<file path="src/include/tpioc_pkg.sv">
// Shared constants and types for the timer pin input/output control block
package tpioc_pkg;

  // Register byte offsets on the APB side
  localparam logic [7:0] TPIOC_OFS_CHAN4_CTRL = 8'h00;
  localparam logic [7:0] TPIOC_OFS_CHAN5_CTRL = 8'h04;
  localparam logic [7:0] TPIOC_OFS_CHAN0_CTRL = 8'h08;
  localparam logic [7:0] TPIOC_OFS_CHAN4_GRB = 8'h0C;
  localparam logic [7:0] TPIOC_OFS_CHAN5_GRB = 8'h10;
  localparam logic [7:0] TPIOC_OFS_CHAN0_GRA = 8'h14;
  localparam logic [7:0] TPIOC_OFS_PIN_STATUS = 8'h18;

  // Control register width and field positions
  localparam int TPIOC_CTRL_W = 8;
  localparam int TPIOC_FIELD_W = 4;
  localparam int TPIOC_FIELD_LO_B = 4;
  localparam int TPIOC_FIELD_LO_A = 0;

  // Bit positions inside a 4-bit pin control field
  localparam int TPIOC_FB_MODE = 3;
  localparam int TPIOC_FB_LEVEL = 2;
  localparam int TPIOC_FB_ACT_HI = 1;
  localparam int TPIOC_FB_ACT_LO = 0;

  // Values after reset
  localparam logic [7:0] TPIOC_CTRL_RST = 8'h00;
  localparam logic [15:0] TPIOC_GR_RST = 16'hFFFF;

  // Channel slots inside the block
  localparam int TPIOC_NCH = 3;
  localparam int TPIOC_CH4B = 0;
  localparam int TPIOC_CH5B = 1;
  localparam int TPIOC_CH0A = 2;

  // Synchroniser depth for pin inputs
  localparam int TPIOC_SYNC_STAGES = 2;

  // Compare-match action codes
  typedef enum logic [1:0] {
    TPIOC_ACT_NONE = 2'h0,
    TPIOC_ACT_LOW = 2'h1,
    TPIOC_ACT_HIGH = 2'h2,
    TPIOC_ACT_TOGGLE = 2'h3
  } tpioc_action_t;

  // Drive of one two-way timer pin
  typedef struct packed {
    logic out;
    logic oe;
  } tpioc_pin_t;

endpackage

</file>
<file path="src/hdl/tpioc_top.sv">
// Behaviour
// - Top bit 0 means compare; low bits pick action
// - Level bit clear: pin starts low
// - Level bit set: pin starts high
// - Field 1000 captures on rising pin edge
// - Field 1001 captures on falling pin edge
// - Field 101x captures on both pin edges
// - Channel 4 11xx captures on channel 3 event
// - Channel 5 capture ignores bit 6; pin only
// - Channel 0 field bits 3:0; 11xx counter tick
// - Channel 0 pin capture uses shared edge codes
// - Channels 4 and 5 field in bits 7:4
`timescale 1ns/1ps
`default_nettype none

module tpioc_top #(
  parameter int GR_W = 16,
  parameter int ADDR_W = 8
) (
  input wire logic pclk,
  input wire logic presetn,
  // APB slave
  input wire logic psel,
  input wire logic penable,
  input wire logic pwrite,
  input wire logic [ADDR_W-1:0] paddr,
  input wire logic [31:0] pwdata,
  output logic [31:0] prdata,
  output logic pready,
  output logic pslverr,
  // Counter values of the owning channels
  input wire logic [GR_W-1:0] chan4_count,
  input wire logic [GR_W-1:0] chan5_count,
  input wire logic [GR_W-1:0] chan0_count,
  // Internal capture sources, same clock
  input wire logic chan3_general_reg_c_event,
  input wire logic chan1_counter_tick,
  // Timer pins
  input wire logic chan4_pin_b_in,
  output tpioc_pkg::tpioc_pin_t chan4_pin_b_drive,
  input wire logic chan5_pin_b_in,
  output tpioc_pkg::tpioc_pin_t chan5_pin_b_drive,
  input wire logic chan0_pin_a_in,
  output tpioc_pkg::tpioc_pin_t chan0_pin_a_drive,
  // One-cycle pulses per slot: capture taken, compare match
  output logic [2:0] capture_pulse,
  output logic [2:0] match_pulse
);

  localparam int NCH = tpioc_pkg::TPIOC_NCH;
  localparam int FW = tpioc_pkg::TPIOC_FIELD_W;
  localparam int CW = tpioc_pkg::TPIOC_CTRL_W;

  // Raw control bytes, one per slot
  logic [CW-1:0] ctrl [NCH];
  // General registers, compare value or captured count
  logic [GR_W-1:0] general_reg [NCH];
  // Extracted 4-bit pin control fields
  logic [FW-1:0] field [NCH];
  // Counter value seen by each slot
  logic [GR_W-1:0] count [NCH];
  // Previous counter value, for match on arrival
  logic [GR_W-1:0] count_prev [NCH];
  // Pin synchroniser chains and edge history
  logic [NCH-1:0] pin_s1;
  logic [NCH-1:0] pin_s2;
  logic [NCH-1:0] pin_s3;
  logic [NCH-1:0] pin_raw;
  // Pin output levels and enables
  logic [NCH-1:0] pin_level;
  logic [NCH-1:0] pin_oe;
  // Slot owns an internal capture source
  logic [NCH-1:0] has_internal;
  // Internal source event per slot
  logic [NCH-1:0] internal_event;
  // Decoded per-slot events
  logic [NCH-1:0] cap_evt;
  logic [NCH-1:0] cmp_evt;
  // Bus decode
  logic setup_phase;
  logic wr_access;
  logic [CW-1:0] next_prdata_low;
  logic [31:0] next_prdata;
  logic next_slverr;
  logic [NCH-1:0] ctrl_hit;
  logic [NCH-1:0] gr_hit;

  // Gather pins and counters into slot arrays
  assign pin_raw[tpioc_pkg::TPIOC_CH4B] = chan4_pin_b_in;
  assign pin_raw[tpioc_pkg::TPIOC_CH5B] = chan5_pin_b_in;
  assign pin_raw[tpioc_pkg::TPIOC_CH0A] = chan0_pin_a_in;
  assign count[tpioc_pkg::TPIOC_CH4B] = chan4_count;
  assign count[tpioc_pkg::TPIOC_CH5B] = chan5_count;
  assign count[tpioc_pkg::TPIOC_CH0A] = chan0_count;

  // Field placement: B fields high nibble, channel 0 A low nibble
  assign field[tpioc_pkg::TPIOC_CH4B] =
    ctrl[tpioc_pkg::TPIOC_CH4B][tpioc_pkg::TPIOC_FIELD_LO_B +: FW];
  assign field[tpioc_pkg::TPIOC_CH5B] =
    ctrl[tpioc_pkg::TPIOC_CH5B][tpioc_pkg::TPIOC_FIELD_LO_B +: FW];
  assign field[tpioc_pkg::TPIOC_CH0A] =
    ctrl[tpioc_pkg::TPIOC_CH0A][tpioc_pkg::TPIOC_FIELD_LO_A +: FW];

  // Internal sources; channel 5 has none, so bit 6 only sets its initial pin level
  assign has_internal[tpioc_pkg::TPIOC_CH4B] = 1'b1;
  assign has_internal[tpioc_pkg::TPIOC_CH5B] = 1'b0;
  assign has_internal[tpioc_pkg::TPIOC_CH0A] = 1'b1;
  assign internal_event[tpioc_pkg::TPIOC_CH4B] =
    chan3_general_reg_c_event;
  assign internal_event[tpioc_pkg::TPIOC_CH5B] = 1'b0;
  assign internal_event[tpioc_pkg::TPIOC_CH0A] =
    chan1_counter_tick;

  // Drive outputs to the pins
  assign chan4_pin_b_drive.out = pin_level[tpioc_pkg::TPIOC_CH4B];
  assign chan4_pin_b_drive.oe = pin_oe[tpioc_pkg::TPIOC_CH4B];
  assign chan5_pin_b_drive.out = pin_level[tpioc_pkg::TPIOC_CH5B];
  assign chan5_pin_b_drive.oe = pin_oe[tpioc_pkg::TPIOC_CH5B];
  assign chan0_pin_a_drive.out = pin_level[tpioc_pkg::TPIOC_CH0A];
  assign chan0_pin_a_drive.oe = pin_oe[tpioc_pkg::TPIOC_CH0A];

  // APB phases; zero wait states, so pready stays high
  // Access lasts one cycle; read data was loaded at setup
  assign setup_phase = psel & ~penable;
  assign wr_access = psel & penable & pwrite;
  assign pready = 1'b1;

  // Address hits per slot
  always_comb begin
    ctrl_hit = '0;
    gr_hit = '0;
    ctrl_hit[tpioc_pkg::TPIOC_CH4B] =
      (paddr == ADDR_W'(tpioc_pkg::TPIOC_OFS_CHAN4_CTRL));
    ctrl_hit[tpioc_pkg::TPIOC_CH5B] =
      (paddr == ADDR_W'(tpioc_pkg::TPIOC_OFS_CHAN5_CTRL));
    ctrl_hit[tpioc_pkg::TPIOC_CH0A] =
      (paddr == ADDR_W'(tpioc_pkg::TPIOC_OFS_CHAN0_CTRL));
    gr_hit[tpioc_pkg::TPIOC_CH4B] =
      (paddr == ADDR_W'(tpioc_pkg::TPIOC_OFS_CHAN4_GRB));
    gr_hit[tpioc_pkg::TPIOC_CH5B] =
      (paddr == ADDR_W'(tpioc_pkg::TPIOC_OFS_CHAN5_GRB));
    gr_hit[tpioc_pkg::TPIOC_CH0A] =
      (paddr == ADDR_W'(tpioc_pkg::TPIOC_OFS_CHAN0_GRA));
  end

  // Read mux, sampled in the setup phase so prdata comes from a flop
  always_comb begin
    next_prdata = '0;
    next_prdata_low = '0;
    next_slverr = 1'b0;
    if (paddr == ADDR_W'(tpioc_pkg::TPIOC_OFS_PIN_STATUS)) begin
      // Synchronised pin levels, driven levels, enables
      next_prdata[2:0] = pin_s2;
      next_prdata[6:4] = pin_level;
      next_prdata[10:8] = pin_oe;
    end else if (|ctrl_hit) begin
      for (int i = 0; i < NCH; i++) begin
        if (ctrl_hit[i]) begin
          next_prdata_low = ctrl[i];
        end
      end
      next_prdata[CW-1:0] = next_prdata_low;
    end else if (|gr_hit) begin
      for (int i = 0; i < NCH; i++) begin
        if (gr_hit[i]) begin
          next_prdata[GR_W-1:0] = general_reg[i];
        end
      end
    end else begin
      // Unmapped address reads zero with an error
      next_slverr = 1'b1;
    end
  end

  // Read data and error registered on the setup cycle
  always_ff @(posedge pclk or negedge presetn) begin
    if (!presetn) begin
      prdata <= '0;
      pslverr <= 1'b0;
    end else if (setup_phase) begin
      prdata <= pwrite ? 32'h0000_0000 : next_prdata;
      pslverr <= next_slverr;
    end
  end

  // Pin synchronisers: s1 feeds only s2, edges use s2 against s3
  // Pins are asynchronous; s3 only keeps the edge history
  always_ff @(posedge pclk or negedge presetn) begin
    if (!presetn) begin
      pin_s1 <= '0;
      pin_s2 <= '0;
      pin_s3 <= '0;
    end else begin
      pin_s1 <= pin_raw;
      pin_s2 <= pin_s1;
      pin_s3 <= pin_s2;
    end
  end

  // Control bytes; writes only in the access phase
  // Bits outside the field are kept as plain storage
  always_ff @(posedge pclk or negedge presetn) begin
    if (!presetn) begin
      for (int i = 0; i < NCH; i++) begin
        ctrl[i] <= tpioc_pkg::TPIOC_CTRL_RST;
      end
    end else if (wr_access) begin
      for (int i = 0; i < NCH; i++) begin
        if (ctrl_hit[i]) begin
          ctrl[i] <= pwdata[CW-1:0];
        end
      end
    end
  end

  // Per-slot compare and capture machinery
  for (genvar g = 0; g < NCH; g++) begin : g_slot
    // Slot works as a compare register
    logic is_compare;
    // Slot takes its capture from the internal source
    logic use_internal;
    // Synchronised pin edges
    logic edge_rise;
    logic edge_fall;
    // Edges chosen by the low field bits
    logic sel_rise;
    logic sel_fall;
    // Bus write to this slot's control byte
    logic ctrl_written;
    // Compare-match action from the low field bits
    tpioc_pkg::tpioc_action_t action;

    // Mode and action from the field
    assign is_compare = ~field[g][tpioc_pkg::TPIOC_FB_MODE];
    assign action = tpioc_pkg::tpioc_action_t'(
      field[g][tpioc_pkg::TPIOC_FB_ACT_HI:tpioc_pkg::TPIOC_FB_ACT_LO]);

    // 11xx goes internal only where the slot has a source
    assign use_internal = has_internal[g] &
      field[g][tpioc_pkg::TPIOC_FB_LEVEL];

    // Edge select: 00 rising, 01 falling, 1x both
    assign sel_rise = field[g][tpioc_pkg::TPIOC_FB_ACT_HI] |
      ~field[g][tpioc_pkg::TPIOC_FB_ACT_LO];
    assign sel_fall = field[g][tpioc_pkg::TPIOC_FB_ACT_HI] |
      field[g][tpioc_pkg::TPIOC_FB_ACT_LO];
    // Both edges from settled samples, never from the first flop
    assign edge_rise = pin_s2[g] & ~pin_s3[g];
    assign edge_fall = ~pin_s2[g] & pin_s3[g];

    // Capture event from the chosen source
    assign cap_evt[g] = ~is_compare & (use_internal ? internal_event[g] :
      ((sel_rise & edge_rise) | (sel_fall & edge_fall)));

    // Match when the counter arrives at the compare value
    assign cmp_evt[g] = is_compare &
      (count[g] == general_reg[g]) & (count_prev[g] != count[g]);

    assign ctrl_written = wr_access & ctrl_hit[g];

    // Counter history for arrival detection
    always_ff @(posedge pclk or negedge presetn) begin
      if (!presetn) begin
        count_prev[g] <= '0;
      end else begin
        count_prev[g] <= count[g];
      end
    end

    // General register: capture beats a bus write in the same cycle
    // Losing a hardware capture costs more than losing a write
    always_ff @(posedge pclk or negedge presetn) begin
      if (!presetn) begin
        general_reg[g] <= GR_W'(tpioc_pkg::TPIOC_GR_RST);
      end else if (cap_evt[g]) begin
        general_reg[g] <= count[g];
      end else if (wr_access & gr_hit[g]) begin
        general_reg[g] <= pwdata[GR_W-1:0];
      end
    end

    // Pin level: initial level on field write, action on match
    // A write beats a match in the same cycle; the new field rules
    always_ff @(posedge pclk or negedge presetn) begin
      if (!presetn) begin
        pin_level[g] <= 1'b0;
      end else if (ctrl_written) begin
        // Initial level follows the level bit of the new field
        if (g == tpioc_pkg::TPIOC_CH0A) begin
          pin_level[g] <= pwdata[tpioc_pkg::TPIOC_FIELD_LO_A +
            tpioc_pkg::TPIOC_FB_LEVEL];
        end else begin
          pin_level[g] <= pwdata[tpioc_pkg::TPIOC_FIELD_LO_B +
            tpioc_pkg::TPIOC_FB_LEVEL];
        end
      end else if (cmp_evt[g]) begin
        // Action from the low field bits
        case (action)
          tpioc_pkg::TPIOC_ACT_LOW: begin
            pin_level[g] <= 1'b0;
          end
          tpioc_pkg::TPIOC_ACT_HIGH: begin
            pin_level[g] <= 1'b1;
          end
          tpioc_pkg::TPIOC_ACT_TOGGLE: begin
            pin_level[g] <= ~pin_level[g];
          end
          default: begin
            // Output disabled, level left as it is
            pin_level[g] <= pin_level[g];
          end
        endcase
      end
    end

    // Pin enabled only in compare mode with a non-zero action
    // Oe lags the field by one edge; the new level shows first
    always_ff @(posedge pclk or negedge presetn) begin
      if (!presetn) begin
        pin_oe[g] <= 1'b0;
      end else begin
        pin_oe[g] <= is_compare &
          (action != tpioc_pkg::TPIOC_ACT_NONE);
      end
    end

    // Event pulses for neighbouring channels
    // Registered so neighbours see a clean one-cycle pulse
    always_ff @(posedge pclk or negedge presetn) begin
      if (!presetn) begin
        capture_pulse[g] <= 1'b0;
        match_pulse[g] <= 1'b0;
      end else begin
        capture_pulse[g] <= cap_evt[g];
        match_pulse[g] <= cmp_evt[g];
      end
    end
  end

endmodule

`default_nettype wire

</file>
<file path="config.mk">
export PLATFORM = sky130hd
export DESIGN_NAME = tpioc_top
export DESIGN_NICKNAME = d
export VERILOG_FILES = /design/src/include/tpioc_pkg.sv /design/src/hdl/tpioc_top.sv
export SDC_FILE = /design/constraint.sdc
export NUM_CORES = 1
export LEC_CHECK = 0
export BUFFER_PORTS_ARGS = -buffer_cell sky130_fd_sc_hd__buf_2
export CORE_ASPECT_RATIO = 1.2
export CORE_MARGIN = 2
export CORE_UTILIZATION = 35
export DETAILED_ROUTE_END_ITERATION = 10
export PLACE_DENSITY_LB_ADDON = 0.12
export SETUP_SLACK_MARGIN = 0.5
export SLEW_MARGIN = 20
export SYNTH_ARGS = -nofsm -noshare
export SYNTH_HDL_FRONTEND = slang
export SYNTH_SLANG_ARGS = --single-unit
</file>
<file path="constraint.sdc">
create_clock -name pclk -period 4.6 [get_ports pclk]
set_input_delay 0.46 -clock pclk [delete_from_list [all_inputs] [get_ports pclk]]
set_output_delay 0.46 -clock pclk [all_outputs]
set_load 0.05 [all_outputs]
</file>
# == Word level (Yosys, flattened, before mapping) ==
# Cells that the tools add are included.
# op_classes
div,0
n_reduce_logical,21
eq_ne,21
addsub,0
n_mul,0
n_bitwise,58
n_mux,36
n_lt_le_gt_ge,0
n_shift,0
# ops
operator,count
$mux 16,11
$eq 16x16->1,3
$ne 16x16->1,3
$mux 8,5
$and 1x1->1,33
$eq 8x5->1 const B,3
$reduce_bool 2->1,9
$eq 8x4->1 const B,2
$not 1->1,16
$mux 1,13
$eq 2x2->1 const B,6
$reduce_and 2->1,6
$reduce_bool 4->1,3
$mux 3,3
$or 1x1->1,9
$pmux 1 s3,3
$eq 8x3->1 const B,1
$logic_not 8->1,1
$eq 2x1->1 const B,3
$reduce_or 3->1,2
$mux 5,1
# word_totals
register_bits,174
in_bits,98
latch_bits,0
ramBits,0
mem_bits_ro,0
output_inout_bits,46
memories,0

# == Logic depth before layout (Yosys ltp) ==
# Gate-level depths: netlist of the first run.
# depth
ltp_word,8
mapped_depth,9
depth_no_buf,8

# == Worst setup path after synthesis of the first run ==
# Ideal clock, no wire load.
# synth_timing
kind,input port to flip-flop
from,input paddr[7]
to,register ctrl[6] in the netlist's numbering
slack_ns,2.461
cell_stages,6
n_path_buf,2
arrival_time_ns,2.014
path_cell_list,or3_1 -> or2_1 -> buf_2 -> or3_1 -> buf_6 -> mux2_4
# synth_between
elab_chain_cells,2
# synth_lines
element,line_no,rtl
start: declaration,tpioc_top.sv:26,"input wire logic [ADDR_W-1:0] paddr,"
$eq 8x4->1,tpioc_top.sv:137,(paddr == ADDR_W'(tpioc_pkg::TPIOC_OFS_CHAN0_CTRL));
$reduce_and 2->1 (no source line),--,
end signal: indexed assignment,tpioc_top.sv:205,ctrl[i] <= tpioc_pkg::TPIOC_CTRL_RST;
end signal: indexed assignment,tpioc_top.sv:210,ctrl[i] <= pwdata[CW-1:0];
end: declaration,tpioc_top.sv:55,logic [CW-1:0] ctrl [NCH];
# No other way between the ends.
# A chain may end at the register's enable or synchronous reset.

# == Worst setup path in the final report of the first run ==
# layout_timing
from,input paddr[7]
to,register prdata[7]
# layout_between
elab_chain_cells,8
elab_cells_between_ends,19
classes_between,6 x eq/ne; 10 x mux; 3 x reduce/logical
# layout_lines
element,line_no,rtl
$eq 8x4->1,tpioc_top.sv:139,(paddr == ADDR_W'(tpioc_pkg::TPIOC_OFS_CHAN4_GRB));
$mux 16 (3 in series),tpioc_top.sv:165,if (gr_hit[i]) begin
$mux 16,tpioc_top.sv:163,end else if (|gr_hit) begin
$mux 8,tpioc_top.sv:156,end else if (|ctrl_hit) begin
$mux 1 (*),tpioc_top.sv:151,if (paddr == ADDR_W'(tpioc_pkg::TPIOC_OFS_PIN_STATUS)) begin
$mux 16 (*),tpioc_top.sv:181,prdata <= pwrite ? 32'h0000_0000 : next_prdata;
end signal: assignment,tpioc_top.sv:181,
end: declaration,tpioc_top.sv:28,"output logic [31:0] prdata,"
# Every way passes the cells marked *; elsewhere a longest branch is shown, timed or not.

==> impl_metrics.yaml, run 1 <==
cts:
  cts_resized: 0
  numCtsBuffers: 17
  clk_pin_slew_ps: 60
  ctsHoldBuffers: 0
  cts_root_buf: "clkbuf_16"
  post_cts_buffers: 0
  clk_path_buf_depth: 2
  cts_tree: "yes"
  cts_max_level: 4
  cts.sinks: 158
  clock_latency_ps: 430
worst_setup_path:
  max_stage_delay_ps: 580
  arrival_ps: 2760
  slowest_stage: "and3_1"
  critical_path.max_fanout: 13
  end_kind: "flop"
  cp_cell_sequence: "buf_2 > or3_1 > nor3_2 > buf_4 > and3_1 > a22oi_1 > a2111o_1 > o21ai_0"
  cp.buffers_inverters: 2
  critPathLaunchType: "primary input"
  cp_top_family: "simple AND/OR/NAND/NOR gates"
  cp.required_ps: 4950
  crit_type: "in2reg"
sta:
  finalSetupTns_ps: 0
  fmax_ghz: 0.414
  final-setup-viol-count: 0
  period_minus_slack_ps: 2420
  drv_slew: 0
  period_share: 0.525
  setup_ws_ps: 2180
  tightest_slew_ps: 1020
  finalHoldViolCount: 0
  finClkSkew_ps: 10.1
  holdWs_ps: 130
  rsz0062_at_grt: "false"
  max-slew-margin-rel: 0.317
outcome:
  status: "complete, no violations"
cells_and_area:
  fin_cells: 1105
  multi_input_comb_area_sq_um: 3560
  drive_above_1_share: 0.276
  regArea_sq_um: 4010
  nets: 924
  synthToLayoutAreaGrowth_pct: 17.1
  final_cell_mix: "dfrtp_1, buf_2, nor2_1, a21oi_1, mux2i_1"
  final_common_cell: "dfrtp_1"
  nFillCells: 2151
  n_antenna_cell: 0
global_routing:
  grt_max_degree: 94
  grt_first_pass_wirelength_mm: 35.2
  overflow: 0
  grt_use_total: 0.200
  antenna_found_initial: 0
  grt_pass1_vias: 5833
floorplanning:
  core_sq_um: 21800
  num_io_pins: 144
  die_x_microns: 140
  core.rowCount: 59
  initial_core_util: 0.358
  die_area_sq_um: 23500
  chipHeight_microns: 168
logic_synthesis:
  ys_warn_count: 0
  avgSynthCellArea_sq_um: 10.9
  async_flop_share: 1.00
  ys.flop_type: "dfrtp_1"
  synthTopCellsByArea: "dfrtp_1, dfstp_2, mux2i_1"
  yosysTopAreaCell: "dfrtp_1"
  netlist_area_sq_um: 7800
  synth_cell_types: 53
  ys_seq_elements: 158
  ys_seq_area_frac: 0.515
  synth_cells: 715
  synth.top_cell.area_share: 0.353
  synth_edf_count: 0
detailed_routing:
  post_drt_wl_per_cell_microns: 20.7
  drt_first_iter_violations: 356
  viasPerCell: 5.18
  drc_errors: 0
  drtAntennaViolNets: 0
  vias: 5719
  drt-total-wl_mm: 22.9
  firstDrtPassIters: 5
pwr:
  cellLeakagePower_nw: 4.40
  power.total_w: 0.00338
  vdd_drop_max_v: 0.000249
  powerDensity_nw_per_um2: 370
hold_path:
  hold_class: "in2async"
place:
  place.gp.congestion: 0.802
  dp.cells: 1073
  place_ws_ps: 1540
  dp_hpwl_mm: 17.0
  port_buffers: 110
run:
  max_cap_viol_count: 0
==> metal layers <==
metal  up-vias  routed length, microns  GRT usage
met2       175                   11700      0.340
met1      2846                    9580      0.253
met4         0                     686     0.0808
met5         -                       0          0
li1       2660                       -          -
met3        38                     966     0.0346
==> power breakdown <==
part           switching, W  leakage (nW)  internal [W]
Clock              0.000592         0.287      0.000791
Sequential        0.0000849          1.88       0.00151
Combinational      0.000247          2.24      0.000151
==> through the flow <==
step                 util  area, sq um
finish              0.420         9140
global route        0.420         9140
CTS                 0.419         9120
detailed placement  0.392         8550
global placement    0.392         8550
floorplan               -         7860
==> final timing paths <==
path                                  from                   end  slack (ps)  cells past startpoint
max                               paddr[7]             prdata[7]        2180                      8
min                                presetn             pin_s1[2]         130                      1
max reg2reg                general_reg[27]  chan5_pin_b_drive[1]        2240                      6
min reg2reg                      pin_s1[2]             pin_s2[2]         350                      0
max in group asynchronous          presetn       general_reg[36]        3390                      2
min in group pclk           chan4_pin_b_in             pin_s1[0]         130                      1
==> kinds of logic after synthesis <==
family	share of synthesized area
AND/OR/NAND/NOR	0.114
flip-flops	0.515
AO/OA/AOI/OAI	0.0999
XOR/XNOR	0.108
multiplexers	0.111
buffers and inverters	0.0395
adder cells (fa/ha/maj)	0.0128
other	0.000963
==> synth_stat cells, types with 6 or more instances <==
| cell | instances |
|---|---|
| nor2_1 | 83 |
| mux2i_1 | 58 |
| buf_4 | 18 |
| dfrtp_1 | 110 |
| a22o_1 | 6 |
| nand2_1 | 36 |
| ha_1 | 8 |
| nor2b_1 | 7 |
| a21oi_1 | 59 |
| a22oi_1 | 8 |
| o21ai_0 | 14 |
| nor4_1 | 14 |
| buf_2 | 12 |
| a21o_1 | 6 |
| o22ai_1 | 7 |
| nand4_1 | 15 |
| mux2_2 | 18 |
| xor2_1 | 48 |
| inv_1 | 10 |
| clkbuf_1 | 15 |
| dfstp_2 | 48 |
| or3_1 | 6 |
| xnor2_1 | 48 |
==> area by class of cell <==
class,count,area share
clock buffer,20,0.0511
clock inverter,12,0.0120
inverter,10,0.00411
multi-input combinational,514,0.389
sequential,158,0.439
tap,274,0.0375
timing repair buffer,117,0.0667
Note: power is estimated with default switching activity, not from simulation.
==> run 2: changes to the inputs <==
==> constraint.sdc (replaced) <==
create_clock -name pclk -period 2.5 [get_ports pclk]
set_input_delay 0.25 -clock pclk [delete_from_list [all_inputs] [get_ports pclk]]
set_output_delay 0.25 -clock pclk [all_outputs]
set_load 0.05 [all_outputs]
==> impl_metrics.yaml, run 2 (synthesized netlist as in run 1, its figures left out) <==
sta:
  period_minus_slack_ps: 2050
  drv_slew: 0
  finalHoldViolCount: 0
  final-setup-viol-count: 0
  finalSetupTns_ps: 0
  rsz0062_at_grt: "true"
  tightest_slew_ps: 649
  fmax_ghz: 0.488
  max-slew-margin-rel: 0.566
  setup_ws_ps: 452
  period_share: 0.819
  finClkSkew_ps: 8.44
place:
  place_ws_ps: 310
  port_buffers: 110
  dp_hpwl_mm: 17.8
  place_area_sq_um: 8700
  place.gp.congestion: 0.839
cts:
  clk_path_buf_depth: 2
  numCtsBuffers: 17
  clk_pin_slew_ps: 60
  cts_tree: "yes"
  cts_root_buf: "clkbuf_16"
  cts_max_level: 4
  clock_latency_ps: 420
  cts.sinks: 158
worst_setup_path:
  reg2reg_from: "general_reg[2]"
  r2r_setup_slack_ps: 450
  crit_type: "reg2reg"
  end_kind: "flop"
  reg2reg_depth: 6
  crit_path_start: "general_reg[2]"
  crit_end: "chan0_pin_a_drive[1]"
  arrival_ps: 2380
  critical_path.max_fanout: 2
  cp.required_ps: 2830
  regToRegEndpoint: "chan0_pin_a_drive[1]"
  critPathLaunchType: "flop"
global_routing:
  overflow: 0
  antenna_found_initial: 0
  grt_pass1_vias: 5999
  grt_max_degree: 59
  grt_first_pass_wirelength_mm: 35.8
  grt_use_total: 0.203
floorplanning:
  initial_core_util: 0.358
  num_io_pins: 144
  core_sq_um: 21800
  core.rowCount: 59
  chipHeight_microns: 168
  die_area_sq_um: 23500
  die_x_microns: 140
detailed_routing:
  post_drt_wl_per_cell_microns: 20.3
  drc_errors: 0
  vias: 5937
  firstDrtPassIters: 4
  drt_first_iter_violations: 359
  viasPerCell: 5.09
  drtAntennaViolNets: 0
  drt-total-wl_mm: 23.7
outcome:
  status: "complete, no violations"
cells_and_area:
  drive_above_1_share: 0.300
  final_common_cell: "dfrtp_1"
  regArea_sq_um: 4010
  nFillCells: 2012
  synthToLayoutAreaGrowth_pct: 25.4
  nets: 985
  multi_input_comb_area_sq_um: 3610
  stdcell_area_sq_um: 9780
  fin_util: 0.449
  final_cell_mix: "dfrtp_1, buf_2, nor2_1, a21oi_1, mux2i_1"
  n_antenna_cell: 0
pwr:
  vdd_drop_max_v: 0.000416
  cellLeakagePower_nw: 4.72
  power.total_w: 0.00653
  powerDensity_nw_per_um2: 667
run:
  max_cap_viol_count: 0
hold_path:
  hold_class: "in2reg"
==> run 2: changes by cell type in the layout (fill, tap and decap cells not counted), moves of 3 or more <==
cell,before,now
buf_4,7,38
nor4_1,14,7
nor4_2,0,6
bufinv_16,1,4
dlygate4sd3_1,0,28
clkbuf_8,3,0
==> run 2: layer usage <==
layer	wire length, microns	track usage
met4	595	0.0725
met3	732	0.0309
met1	10400	0.264
met2	11900	0.345
met5	0	0
==> run 2: critical path, stage by stage, from the launching register on <==
cell and delay [ps]:
dfstp_2 540, xor2_1 70, nor4_2 290, nand4_1 230, or3_4 380, o31a_1 300, o211ai_1 150
==> run 2: worst min path at each step <==
stage	slack, ps	start	cells after the start	end
after CTS	-0.3	chan0_count[14]	1	count_prev[14]
final	10	chan5_count[12]	1	count_prev[28]
after detailed placement	260	presetn	1	pin_s2[2]
after global placement	260	presetn	1	pin_s1[2]
after floorplan	-50	presetn	0	capture_pulse[0]
after global routing	0.5	chan0_count[6]	1	count_prev[6]
==> run 2: final cells by class <==
class                           instances  area share
Sequential cell                       158       0.410
Multi-Input combinational cell        514       0.369
Timing Repair Buffer                  178       0.119
Clock buffer                           19      0.0442
Tap cell                              274      0.0350
Clock inverter                         13      0.0192
Inverter                               10     0.00384
==> run 2: power breakdown <==
group | switching (W) | internal [W]
Sequential | 0.000151 | 0.00278
Clock | 0.00108 | 0.00168
Combinational | 0.000491 | 0.000347
==> run 2: metrics by stage <==
| step | instances | hold slack (ps) |
|---|---|---|
| after floorplan | 730 | -45.6 |
| after global placement | 1092 | 256 |
| after detailed placement | 1092 | 261 |
| after CTS | 1149 | -0.305 |
| after global routing | 1166 | 0.453 |
| final | 1166 | 11.2 |
==> run 2: repair_timing <==
| action | in CTS | in global routing |
|---|---|---|
| endpoints found under the setup margin | 2 | 3 |
| pin swaps | 2 | 9 |
| resized for setup | 1 | 13 |
| hold buffers | 25 | 4 |
| hold endpoints to repair | 58 | 4 |
| buffers inserted | 0 | 13 |
| gates cloned | 0 | 0 |
